**config.mk**
```make
export PLATFORM = sky130hd
export DESIGN_NAME = ttb_bank
export DESIGN_NICKNAME = d
export VERILOG_FILES = /design/src/include/ttb_pkg.sv /design/src/hw/ttb_trip_cmp.sv /design/src/hw/ttb_irq.sv /design/src/hw/ttb_bank.sv
export SDC_FILE = /design/constraint.sdc
export NUM_CORES = 1
export LEC_CHECK = 0
export ABC_AREA = 1
export BUFFER_PORTS_ARGS = -buffer_cell sky130_fd_sc_hd__buf_2
export CORE_ASPECT_RATIO = 1.4
export CORE_MARGIN = 5
export CORE_UTILIZATION = 50
export DETAILED_ROUTE_END_ITERATION = 7
export GPL_TIMING_DRIVEN = 1
export PLACE_DENSITY = 0.72
export SLEW_MARGIN = 20
export SYNTH_ARGS = -nofsm -noshare
export SYNTH_HDL_FRONTEND = slang
export SYNTH_SLANG_ARGS = --single-unit
```
**constraint.sdc**
```tcl
create_clock -name core_clk -period 3.2 [get_ports core_clk]
set_input_delay 0.64 -clock core_clk [delete_from_list [all_inputs] [get_ports core_clk]]
set_output_delay 0.64 -clock core_clk [all_outputs]
set_load 0.03 [all_outputs]
```
**src/include/ttb_pkg.sv**
```systemverilog
// Constants, register map and carrier types of the trip threshold bank.
// Assumes a 32-bit AXI4-Lite register bus and a converter on the same clock.
package ttb_pkg;
    localparam int AXI_AW = 8;
    localparam logic [7:0] OFS_TEMP = 8'h00;
    localparam logic [7:0] OFS_UPPER = 8'h04;
    localparam logic [7:0] OFS_LOWER = 8'h08;
    localparam logic [7:0] OFS_CRIT = 8'h0C;
    localparam logic [7:0] OFS_CFG = 8'h10;
    localparam logic [7:0] OFS_IRQ_STS = 8'h14;
    localparam logic [7:0] OFS_IRQ_CLR = 8'h18;
    localparam logic [7:0] OFS_IRQ_EN = 8'h1C;
    localparam int WORD_LSB = 2;
    localparam logic [15:0] THR_KEEP = 16'h1FFC;
    localparam logic [15:0] THR_RESET = 16'h0000;
    localparam int THR_MSB = 12;
    localparam int THR_LSB = 2;
    localparam int TEMP_W = 12;
    localparam int CMP_W = 11;
    localparam int CFG_LOCK = 0;
    localparam int CFG_CRIT_ONLY = 1;
    localparam int CFG_EVT_EN = 2;
    localparam int CFG_HYS_LO = 4;
    localparam int TRIP_N = 3;
    localparam logic [1:0] RESP_OKAY = 2'h0;
    localparam logic [1:0] RESP_SLVERR = 2'h2;
    localparam logic [11:0] HYS_0 = 12'h000;
    localparam logic [11:0] HYS_1P5 = 12'h006;
    localparam logic [11:0] HYS_3 = 12'h00C;
    localparam logic [11:0] HYS_6 = 12'h018;
    typedef struct packed {
        logic crit;
        logic above;
        logic below;
    } ttb_trip_t;
    typedef struct packed {
        logic [1:0] hys;
        logic evt_en;
        logic crit_only;
        logic lock;
    } ttb_cfg_t;
    // Hysteresis in steps of 0.25 degrees, the threshold's own LSB.
    function automatic logic [11:0] hys_steps(input logic [1:0] sel);
        unique case (sel)
            2'h0: hys_steps = HYS_0;
            2'h1: hys_steps = HYS_1P5;
            2'h2: hys_steps = HYS_3;
            2'h3: hys_steps = HYS_6;
        endcase
    endfunction
endpackage

```
**src/hw/ttb_trip_cmp.sv**
```systemverilog
// One trip status bit with hysteresis against one programmed limit.
// Assumes temperature and limit are aligned two's complement at 0.25 degree steps.
`timescale 1ns/100ps
`default_nettype none
module ttb_trip_cmp #(
    parameter bit FALLING = 1'b0,
    parameter int W = 11
) (
    input wire logic core_clk,
    input wire logic rst,
    input wire logic [W-1:0] temp,
    input wire logic [W-1:0] lim,
    input wire logic [W:0] hys,
    output logic trip
);
    logic signed [W:0] t_x;
    logic signed [W:0] lim_x;
    logic signed [W:0] low_x;
    logic at_lim;
    logic under;
    logic trip_ff;

    // One extra bit keeps limit minus hysteresis from wrapping at the cold end.
    assign t_x = $signed({temp[W-1], temp});
    assign lim_x = $signed({lim[W-1], lim});
    assign low_x = lim_x - $signed(hys);
    assign at_lim = t_x >= lim_x;
    assign under = t_x < low_x;

    always_ff @(posedge core_clk or posedge rst) begin
        if (rst) begin
            trip_ff <= 1'b0;
        end else if (FALLING) begin
            if (under) begin
                trip_ff <= 1'b1;
            end else if (at_lim) begin
                trip_ff <= 1'b0;
            end
        end else begin
            if (at_lim) begin
                trip_ff <= 1'b1;
            end else if (under) begin
                trip_ff <= 1'b0;
            end
        end
    end
    assign trip = trip_ff;
endmodule
`default_nettype wire

```
**src/hw/ttb_irq.sv**
```systemverilog
// Sticky event status with write-one-to-clear and an enable mask.
// Assumes event pulses and clear writes arrive on core_clk.
`timescale 1ns/100ps
`default_nettype none
module ttb_irq #(
    parameter int N = 3
) (
    input wire logic core_clk,
    input wire logic rst,
    input wire logic [N-1:0] ev,
    input wire logic clr_we,
    input wire logic [N-1:0] clr,
    input wire logic [N-1:0] en,
    output logic [N-1:0] sts,
    output logic irq
);
    logic [N-1:0] sts_ff;

    // A new event in the clear cycle survives, so no edge is lost.
    always_ff @(posedge core_clk or posedge rst) begin
        if (rst) begin
            sts_ff <= '0;
        end else begin
            sts_ff <= (sts_ff & ~(clr_we ? clr : '0)) | ev;
        end
    end
    assign sts = sts_ff;
    assign irq = |(sts_ff & en);
endmodule
`default_nettype wire

```
**src/hw/ttb_bank.sv**
```systemverilog
// Temperature word and trip threshold bank behind an AXI4-Lite slave.
// Assumes the converter delivers its reading on core_clk, bits 12 to 1 of the word.
`timescale 1ns/100ps
`default_nettype none
module ttb_bank (
    input wire logic core_clk,
    input wire logic rst,
    input wire logic [ttb_pkg::TEMP_W-1:0] temp_meas,
    input wire logic [ttb_pkg::AXI_AW-1:0] s_axi_awaddr,
    input wire logic s_axi_awvalid,
    output logic s_axi_awready,
    input wire logic [31:0] s_axi_wdata,
    input wire logic [3:0] s_axi_wstrb,
    input wire logic s_axi_wvalid,
    output logic s_axi_wready,
    output logic [1:0] s_axi_bresp,
    output logic s_axi_bvalid,
    input wire logic s_axi_bready,
    input wire logic [ttb_pkg::AXI_AW-1:0] s_axi_araddr,
    input wire logic s_axi_arvalid,
    output logic s_axi_arready,
    output logic [31:0] s_axi_rdata,
    output logic [1:0] s_axi_rresp,
    output logic s_axi_rvalid,
    input wire logic s_axi_rready,
    output logic event_out,
    output logic irq
);
    localparam int AW = ttb_pkg::AXI_AW;

    logic [AW-1:0] awaddr_ff;
    logic aw_held_ff;
    logic [31:0] wdata_ff;
    logic [3:0] wstrb_ff;
    logic w_held_ff;
    logic bvalid_ff;
    logic [1:0] bresp_ff;
    logic rvalid_ff;
    logic [1:0] rresp_ff;
    logic [31:0] rdata_ff;
    logic [ttb_pkg::TEMP_W-1:0] temp_ff;
    logic [15:0] upper_window_limit_ff;
    logic [15:0] lower_window_limit_ff;
    logic [15:0] critical_limit_ff;
    ttb_pkg::ttb_cfg_t cfg_ff;
    logic [ttb_pkg::TRIP_N-1:0] irq_en_ff;
    ttb_pkg::ttb_trip_t trip;
    ttb_pkg::ttb_trip_t trip_d_ff;
    logic event_ff;
    logic do_write;
    logic do_read;
    logic [15:0] temp_word;
    logic [ttb_pkg::CMP_W-1:0] temp_cmp;
    logic [ttb_pkg::CMP_W:0] hys;
    logic [ttb_pkg::TRIP_N-1:0] irq_sts;
    logic [ttb_pkg::TRIP_N-1:0] trip_rise;
    logic [15:0] nxt_upper;
    logic [15:0] nxt_lower;
    logic [15:0] nxt_crit;

    function automatic logic hit(input logic [AW-1:0] addr, input logic [7:0] ofs);
        hit = addr[AW-1:ttb_pkg::WORD_LSB] == ofs[AW-1:ttb_pkg::WORD_LSB];
    endfunction

    function automatic logic mapped(input logic [AW-1:0] addr);
        mapped = hit(addr, ttb_pkg::OFS_TEMP) || hit(addr, ttb_pkg::OFS_UPPER)
            || hit(addr, ttb_pkg::OFS_LOWER) || hit(addr, ttb_pkg::OFS_CRIT)
            || hit(addr, ttb_pkg::OFS_CFG) || hit(addr, ttb_pkg::OFS_IRQ_STS)
            || hit(addr, ttb_pkg::OFS_IRQ_CLR) || hit(addr, ttb_pkg::OFS_IRQ_EN);
    endfunction

    // Byte-lane merge; reserved positions are dropped by the mask afterwards.
    function automatic logic [15:0] merge16(input logic [15:0] old, input logic [31:0] d,
                                            input logic [3:0] strb);
        merge16 = {strb[1] ? d[15:8] : old[15:8], strb[0] ? d[7:0] : old[7:0]};
    endfunction

    // Write address and data are held separately so either may come first.
    assign s_axi_awready = !aw_held_ff && !bvalid_ff;
    assign s_axi_wready = !w_held_ff && !bvalid_ff;
    assign do_write = aw_held_ff && w_held_ff && !bvalid_ff;

    always_ff @(posedge core_clk or posedge rst) begin
        if (rst) begin
            aw_held_ff <= 1'b0;
            awaddr_ff <= '0;
        end else if (s_axi_awvalid && s_axi_awready) begin
            aw_held_ff <= 1'b1;
            awaddr_ff <= s_axi_awaddr;
        end else if (do_write) begin
            aw_held_ff <= 1'b0;
        end
    end

    always_ff @(posedge core_clk or posedge rst) begin
        if (rst) begin
            w_held_ff <= 1'b0;
            wdata_ff <= '0;
            wstrb_ff <= '0;
        end else if (s_axi_wvalid && s_axi_wready) begin
            w_held_ff <= 1'b1;
            wdata_ff <= s_axi_wdata;
            wstrb_ff <= s_axi_wstrb;
        end else if (do_write) begin
            w_held_ff <= 1'b0;
        end
    end

    always_ff @(posedge core_clk or posedge rst) begin
        if (rst) begin
            bvalid_ff <= 1'b0;
            bresp_ff <= ttb_pkg::RESP_OKAY;
        end else if (do_write) begin
            bvalid_ff <= 1'b1;
            bresp_ff <= mapped(awaddr_ff) ? ttb_pkg::RESP_OKAY : ttb_pkg::RESP_SLVERR;
        end else if (s_axi_bready) begin
            bvalid_ff <= 1'b0;
        end
    end
    assign s_axi_bvalid = bvalid_ff;
    assign s_axi_bresp = bresp_ff;

    assign nxt_upper = merge16(upper_window_limit_ff, wdata_ff, wstrb_ff) & ttb_pkg::THR_KEEP;
    assign nxt_lower = merge16(lower_window_limit_ff, wdata_ff, wstrb_ff) & ttb_pkg::THR_KEEP;
    assign nxt_crit = merge16(critical_limit_ff, wdata_ff, wstrb_ff) & ttb_pkg::THR_KEEP;

    always_ff @(posedge core_clk or posedge rst) begin
        if (rst) begin
            upper_window_limit_ff <= ttb_pkg::THR_RESET;
            lower_window_limit_ff <= ttb_pkg::THR_RESET;
            critical_limit_ff <= ttb_pkg::THR_RESET;
        end else if (do_write) begin
            // Locked window writes still answer OKAY; the value simply stays.
            if (hit(awaddr_ff, ttb_pkg::OFS_UPPER) && !cfg_ff.lock) begin
                upper_window_limit_ff <= nxt_upper;
            end
            if (hit(awaddr_ff, ttb_pkg::OFS_LOWER) && !cfg_ff.lock) begin
                lower_window_limit_ff <= nxt_lower;
            end
            if (hit(awaddr_ff, ttb_pkg::OFS_CRIT)) begin
                critical_limit_ff <= nxt_crit;
            end
        end
    end

    // The lock only ever sets; nothing but reset releases it.
    always_ff @(posedge core_clk or posedge rst) begin
        if (rst) begin
            cfg_ff <= '0;
        end else if (do_write && hit(awaddr_ff, ttb_pkg::OFS_CFG) && wstrb_ff[0]) begin
            if (wdata_ff[ttb_pkg::CFG_LOCK]) begin
                cfg_ff.lock <= 1'b1;
            end
            if (!cfg_ff.lock) begin
                cfg_ff.crit_only <= wdata_ff[ttb_pkg::CFG_CRIT_ONLY];
                cfg_ff.evt_en <= wdata_ff[ttb_pkg::CFG_EVT_EN];
            end
            cfg_ff.hys <= wdata_ff[ttb_pkg::CFG_HYS_LO +: 2];
        end
    end

    always_ff @(posedge core_clk or posedge rst) begin
        if (rst) begin
            irq_en_ff <= '0;
        end else if (do_write && hit(awaddr_ff, ttb_pkg::OFS_IRQ_EN) && wstrb_ff[0]) begin
            irq_en_ff <= wdata_ff[ttb_pkg::TRIP_N-1:0];
        end
    end

    always_ff @(posedge core_clk or posedge rst) begin
        if (rst) begin
            temp_ff <= '0;
        end else begin
            temp_ff <= temp_meas;
        end
    end

    // Status, sign, magnitude down to 0.125, then a constant zero.
    assign temp_word = {trip, temp_ff, 1'b0};

    // Only the 0.25 degree grid takes part, so the finest bit cannot toggle a trip.
    assign temp_cmp = temp_ff[ttb_pkg::TEMP_W-1:1];
    assign hys = ttb_pkg::hys_steps(cfg_ff.hys);

    ttb_trip_cmp #(
        .FALLING(1'b0),
        .W(ttb_pkg::CMP_W)
    ) u_crit (
        .core_clk(core_clk),
        .rst(rst),
        .temp(temp_cmp),
        .lim(critical_limit_ff[ttb_pkg::THR_MSB:ttb_pkg::THR_LSB]),
        .hys(hys),
        .trip(trip.crit)
    );

    ttb_trip_cmp #(
        .FALLING(1'b0),
        .W(ttb_pkg::CMP_W)
    ) u_above (
        .core_clk(core_clk),
        .rst(rst),
        .temp(temp_cmp),
        .lim(upper_window_limit_ff[ttb_pkg::THR_MSB:ttb_pkg::THR_LSB]),
        .hys(hys),
        .trip(trip.above)
    );

    ttb_trip_cmp #(
        .FALLING(1'b1),
        .W(ttb_pkg::CMP_W)
    ) u_below (
        .core_clk(core_clk),
        .rst(rst),
        .temp(temp_cmp),
        .lim(lower_window_limit_ff[ttb_pkg::THR_MSB:ttb_pkg::THR_LSB]),
        .hys(hys),
        .trip(trip.below)
    );

    always_ff @(posedge core_clk or posedge rst) begin
        if (rst) begin
            trip_d_ff <= '0;
        end else begin
            trip_d_ff <= trip;
        end
    end
    assign trip_rise = trip & ~trip_d_ff;

    always_ff @(posedge core_clk or posedge rst) begin
        if (rst) begin
            event_ff <= 1'b0;
        end else if (cfg_ff.crit_only) begin
            event_ff <= cfg_ff.evt_en && trip.crit;
        end else begin
            event_ff <= cfg_ff.evt_en && (|trip);
        end
    end
    assign event_out = event_ff;

    ttb_irq #(
        .N(ttb_pkg::TRIP_N)
    ) u_irq (
        .core_clk(core_clk),
        .rst(rst),
        .ev(trip_rise),
        .clr_we(do_write && hit(awaddr_ff, ttb_pkg::OFS_IRQ_CLR) && wstrb_ff[0]),
        .clr(wdata_ff[ttb_pkg::TRIP_N-1:0]),
        .en(irq_en_ff),
        .sts(irq_sts),
        .irq(irq)
    );

    assign s_axi_arready = !rvalid_ff;
    assign do_read = s_axi_arvalid && s_axi_arready;

    always_ff @(posedge core_clk or posedge rst) begin
        if (rst) begin
            rvalid_ff <= 1'b0;
            rresp_ff <= ttb_pkg::RESP_OKAY;
            rdata_ff <= '0;
        end else if (do_read) begin
            rvalid_ff <= 1'b1;
            rresp_ff <= mapped(s_axi_araddr) ? ttb_pkg::RESP_OKAY : ttb_pkg::RESP_SLVERR;
            if (hit(s_axi_araddr, ttb_pkg::OFS_TEMP)) begin
                rdata_ff <= {16'h0000, temp_word};
            end else if (hit(s_axi_araddr, ttb_pkg::OFS_UPPER)) begin
                rdata_ff <= {16'h0000, upper_window_limit_ff};
            end else if (hit(s_axi_araddr, ttb_pkg::OFS_LOWER)) begin
                rdata_ff <= {16'h0000, lower_window_limit_ff};
            end else if (hit(s_axi_araddr, ttb_pkg::OFS_CRIT)) begin
                rdata_ff <= {16'h0000, critical_limit_ff};
            end else if (hit(s_axi_araddr, ttb_pkg::OFS_CFG)) begin
                rdata_ff <= {26'h0, cfg_ff.hys, 1'b0, cfg_ff.evt_en, cfg_ff.crit_only, cfg_ff.lock};
            end else if (hit(s_axi_araddr, ttb_pkg::OFS_IRQ_STS)) begin
                rdata_ff <= {29'h0, irq_sts};
            end else if (hit(s_axi_araddr, ttb_pkg::OFS_IRQ_EN)) begin
                rdata_ff <= {29'h0, irq_en_ff};
            end else begin
                rdata_ff <= '0;
            end
        end else if (s_axi_rready) begin
            rvalid_ff <= 1'b0;
        end
    end
    assign s_axi_rvalid = rvalid_ff;
    assign s_axi_rresp = rresp_ff;
    assign s_axi_rdata = rdata_ff;
endmodule
`default_nettype wire

```
==> Yosys cells after proc, flatten, opt, wreduce, memory -nomap -nowiden <==
Index checks and enable logic that the tools add are counted.
{ "totals": {"reg_bits": 126, "in_bits": 71, "elab_cells": 144} }
{ "classes": {"bitwise_logic": 7, "addsub": 3, "n_reduce_logical": 56, "eq_ne": 17, "mux": 25, "n_lt_le_gt_ge": 6} }
{ "ops": {"columns": ["operator", "n"], "rows": [
  ["== test 6 x 3 -> 1 bit, second input constant", 8],
  ["case mux 12 bit (4 select lines)", 1],
  ["2-to-1 mux 13 bit", 3],
  ["less-than comparator 11 x 12 -> 1 bit", 3],
  ["subtractor 11 x 12 -> 12 bit", 3],
  ["greater-or-equal comparator 11 bit", 3],
  ["== test 6 x 2 -> 1 bit, second input constant", 4],
  ["AND reduction 3 bit", 6],
  ["logical AND 1 bit", 17],
  ["2-to-1 mux 16 bit", 1],
  ["logical OR 1 bit", 14],
  ["2-to-1 mux 1 bit", 14],
  ["nonzero test 2 bit", 7],
  ["== test 6 x 1 -> 1 bit, second input constant", 2],
  ["logical NOT 6 bit", 2],
  ["AND 3 bit", 3],
  ["2-to-1 mux 3 bit", 3],
  ["2-to-1 mux 6 bit", 1],
  ["NOT 3 bit", 2],
  ["OR reduction 3 bit", 2],
  ["logical NOT 1 bit", 5],
  ["== test 2 bit, second input constant", 2],
  ["2-to-1 mux 2 bit", 2],
  ["AND reduction 2 bit", 2],
  ["other kinds (4)", 4]
]} }

==> Longest topological paths before layout <==
{ "logic_depth": {"depth_word": 9, "ltp_mapped": 22, "mapped_depth_nobuf": 22} }

==> By module <==
A second synthesis with hierarchy kept.
{ "unflattened": {"hier_cells": 1121, "hier_area_um2": 8217.9} }
{ "by_module_without_submodules": {"columns": ["mod", "instances", "area_each_um2", "seq_area_each_um2", "cells_each"], "rows": [
  ["ttb_bank", 1, 4367.9, 2502.4, 476],
  ["ttb_trip_cmp at u_below", 1, 1246.2, 25.0, 213],
  ["ttb_trip_cmp at u_above", 1, 1233.7, 25.0, 206],
  ["ttb_trip_cmp at u_crit", 1, 1229.9, 25.0, 206],
  ["ttb_irq", 1, 140.1, 75.1, 20]
]} }

==> Worst setup path before layout <==
Ideal clock, no wire load.
{ "synth_timing": {"path_kind": "reg2reg", "from": "register cfg_ff[3] (netlist bit)", "to": "register u_crit.trip_ff (netlist: u_crit.trip)", "slack_ns": 0.223, "path_stages_with_launch": 21, "n_path_buf": 0, "setup_ns": 0.083, "arrival_time_ns": 2.894, "t_required_ns": 3.117, "path_cell_list": "dfrtp_1 > inv_1 > ha_1 > fa_1 > nand2_1 > inv_1 > o21ai_0 > nand4_1 > o21ai_0 > inv_1 > ha_1 > nand2_1 > inv_1 > nand2_1 > nor2_1 > nand2_1 > nand3_1 > nand2_1 > nand2_1 > inv_1 > o21ai_0"} }
{ "synth_between": {"elab_chain_cells": 5} }
{ "synth_rtl": {"columns": ["element", "line_no", "source"], "rows": [
  ["start: declaration", "ttb_bank.sv:45", "ttb_pkg::ttb_cfg_t cfg_ff;"],
  ["== test 2 bit, or another cell as far along", "ttb_pkg.sv:44", "unique case (sel)"],
  ["case mux 12 bit (4 select lines) *", "ttb_pkg.sv:44", null],
  ["subtractor 11 x 12 -> 12 bit *", "ttb_trip_cmp.sv:26", "assign low_x = lim_x - $signed(hys);"],
  ["less-than comparator 11 x 12 -> 1 bit *", "ttb_trip_cmp.sv:28", "assign under = t_x < low_x;"],
  ["nonzero test 2 bit (no line) *", null, null],
  ["end signal: assignment", "ttb_trip_cmp.sv:32", "trip_ff <= 1'b0;"],
  ["end signal: assignment", "ttb_trip_cmp.sv:35", "trip_ff <= 1'b1;"],
  ["end signal: assignment", "ttb_trip_cmp.sv:37", "trip_ff <= 1'b0;"],
  ["end: declaration", "ttb_trip_cmp.sv:21", "logic trip_ff;"]
]} }
Mark *: on every way between the ends. The rest lies on a longest branch, timed or not. The select of a mux whose other input is x is not followed.
A chain may end at the register's enable or synchronous reset.

==> Worst setup path after layout <==
{ "layout_timing": {"from": "register cfg_ff[4] (netlist bit)", "to": "register u_crit.trip_ff (netlist: u_crit.trip)"} }
Same word-level chain as after synthesis.

==> metrics.md <==
| Metric | Value |
|---|---|
| Netlist cell types | 38 |
| Sequential area share after synthesis | 38.1% |
| Fin cells | 1150 |
| Number of global-route vias before repair | roughly 5800 |
| Top_reg_cell synth | dfrtp_1 |
| Die width | 110 um |
| Mean Syn Cell Area | 8.07 sq um |
| Leak | about 4 nW |
| IO buf count | 70 |
| Area of placed instances | approximately 0.0076 sq mm |
| Synthesized flop and latch total | about 110 |
| Hold slack | 0.364 ns |
| Layout area overhead | 17.0% |
| Final Power | about 7 mW |
| Maximum root-to-sink buffer count | 2 |
| Vias post-DR | 5948 |
| WS Path Type | reg2reg |
| Initial Utilization | around half |
| Async SR Flop Fraction | 100% |
| Share of cells above drive strength 1 | 19.5% |
| # hold bufs at CTS | 0 |
| CTS tree | built |
| Pre-CTS WS | -0.0857 ns |
| HP Class | in2async |
| Peak supply drop | 0.484 mV |
| Area leader, netlist | dfrtp_1 |
| TNS Setup | 0 ns |
| Slew @ Worst Pin | 0.635 ns |
| Initial antenna violation count | 0 |
| Core area | 0.0138 sq mm |
| Post-synth EDFFs | 0 |
| Post-layout minimum cycle time | 3.00 ns |
| Synth top area share | 38.1% |
| Post-Syn Area | 0.00697 sq mm |
| Total clock sinks | 106 |
| RSZ-0062 raised after global routing | true |
| Number of DRC markers in iteration 0 | roughly 260 |
| Area occupied by multi-input gates | roughly 0.0039 sq mm |
| H-Tree Depth | 3 |
| Final setup fails | 0 |
| ANT cells | 0 |
| Area contributors post-synth | dfrtp_1 38%, ha_1 15%, nand2_1 11% |
| Storage cell area | 0.00265 sq mm |
| CP startpoint kind | flip-flop |
| Clock slew at reported path FFs | around 0.08 ns |
| Worst R2R Path Depth | 19 |
| Final worst slack | 0.203 ns |
| IO Count | 114 |
| First-pass GRT wire length | 27300 um |
| Req. time, crit path | ~3.5 ns |
| FP Rows | 51 |
| Clock Latency Late Sink | 0.36 ns |
| # DRC | 0 |
| Pin count of the biggest net entering global routing | 42 |
| Yosys warning count | 0 |
| Crit. End Element | flip-flop |
| Fill cells | 1277 |
| Via density | 5.17 |
| Final WL | 16700 um |
| Grt ovf | 0 |
| Overall Global Routing Usage | 21.1% |
| WL per Instance | ~14 um |
| Max-cap violations | 0 |
| Power Dens Cells | around 850 mW/mm^2 |
| Period utilisation layout | 93.6% |
| Number of antenna-violating nets in the routed design | 0 |
| DP HPWL | 13100 um |
| Syn Inst Count | 863 |
| Slew margin rel. | 57.6% |
| Num CTS Buffers | 9 |
| Fin. Hold Viols | 0 |
| Clk_skew | 0.0106 ns |
| Worst Path Max Fanout | 4 |
| Status | complete, no violations |
| Top post-synthesis cells by count | 197 x nand2_1, 123 x inv_1, 106 x dfrtp_1 |
| 1st-pass router iterations | 6 |
| Final nets | 1115 |
| Die area | 0.0164 sq mm |
| Cell Count Post-Placement | roughly 1100 |
| Top-count cell post-synth | nand2_1 |
| Fmax | around 330 MHz |
| Die height | 150 um |
| Slew Limit Fails | 0 |
| Root buffer cell | clkbuf_16 |
| Final Wtd Congestion | between 0.9 and 1 |
| Post-Route Utilization | 59.2% |
| Data arrival, critical path | roughly 3.3 ns |
| Final instance area | slightly above 0.008 sq mm |
[layer usage]
metal | track usage [%] | part of all wire (%)
met3 | 2.46 | 3.5
met2 | 36.3 | 51
met1 | 26.5 | 42
met4 | 8.67 | 3.7
met5 | 0 | 0
[flip-flops by register name (all words and copies together), names as in the netlist, 5 cells and up]
| register | flops |
|---|---|
| lower_window_limit_ff | 11 |
| cfg_ff | 5 |
| critical_limit_ff | 11 |
| awaddr_ff | 6 |
| temp_ff | 12 |
| wdata_ff | 13 |
| upper_window_limit_ff | 11 |
| s_axi_rdata | 16 |
[cells by family (layout without fill, tap and decap cells)]
group,Yosys count,in the layout,synth area share (%)
multiplexers,4,4,0.647
XOR/XNOR,24,24,3.02
AND/OR/NAND/NOR,330,330,20.2
AO/OA/AOI/OAI,158,158,12.7
flip-flops,106,106,38.1
buffers and inverters,156,241,9.88
adder cells (fa/ha/maj),84,84,15.4
other,1,18,0.0538
[cells in the final DEF (no fill, tap or decap), types with 2 or more instances in the layout]
cell type / n
inv_1: 117
nand3_2: 2
inv_2: 8
mux2_2: 4
buf_12: 2
nor4_1: 2
a21oi_1: 48
xor2_1: 18
nand3_1: 32
nor2_4: 3
nand2_2: 12
buf_6: 5
nor3_2: 2
fa_2: 3
conb_1: 18
nor2_1: 56
o22ai_1: 8
clkinv_8: 2
ha_1: 71
xnor2_1: 6
o21ai_1: 15
nand2_1: 190
buf_4: 22
nand4_1: 15
buf_2: 70
o21a_1: 3
o31ai_1: 3
clkbuf_16: 9
nor3_1: 7
ha_4: 10
o21ai_2: 19
nor2_2: 5
o21ai_0: 59
dfrtp_1: 105
inv_6: 3
[what timing repair did]
action / in CTS / in global routing
pin swaps: 0 / 24
resized for setup: 4 / 46
endpoints found under the setup margin: 3 / 3
setup buffers: 1 / 6
[worst max-delay path, stage by stage, from the launching register on]
cell	delay, ns
dfrtp_1	0.43
buf_6	0.14
ha_4	0.16
nor2_4	0.21
ha_4	0.24
buf_4	0.14
a21oi_1	0.11
nand2_1	0.14
nand2_2	0.11
nand3_1	0.09
xor2_1	0.16
ha_1	0.30
nand4_1	0.13
nor2_2	0.13
nand2_1	0.07
nand3_1	0.08
nand2_1	0.06
nand2_1	0.08
inv_1	0.04
o21ai_1	0.11
[path summary, 6_finish.rpt]
path / startpoint / end / slack [ns]
worst min register to register: u_below.trip$_DFFE_PP0P_ / trip_d_ff[0]$_DFF_PP0_ / 0.38
min in group core_clk: u_below.trip$_DFFE_PP0P_ / trip_d_ff[0]$_DFF_PP0_ / 0.38
max in group asynchronous: rst / cfg_ff[3]$_DFFE_PP0P_ / 2.23
worst min-delay path: rst / wdata_ff[9]$_DFFE_PP0P_ / 0.36
worst max-delay path: cfg_ff[4]$_DFFE_PP0P_ / u_crit.trip$_DFFE_PP0P_ / 0.20
worst max register to register: cfg_ff[4]$_DFFE_PP0P_ / u_crit.trip$_DFFE_PP0P_ / 0.20
[cell type report]
| class | count | share of cell area, % |
|---|---|---|
| clock buffer | 9 | 2.76 |
| clock inverter | 7 | 1.06 |
| inverter | 126 | 5.85 |
| multi-input combinational | 618 | 47.4 |
| sequential | 106 | 32.6 |
| tap | 185 | 2.84 |
| timing repair buffer | 99 | 7.50 |
[report_power, final]
group,switching (mW),internal [mW]
Clock,0.584,0.567
Combinational,2.23,1.57
Sequential,0.305,1.68
Total,3.12,3.81
No activity file was read; power rests on OpenSTA's default activity.
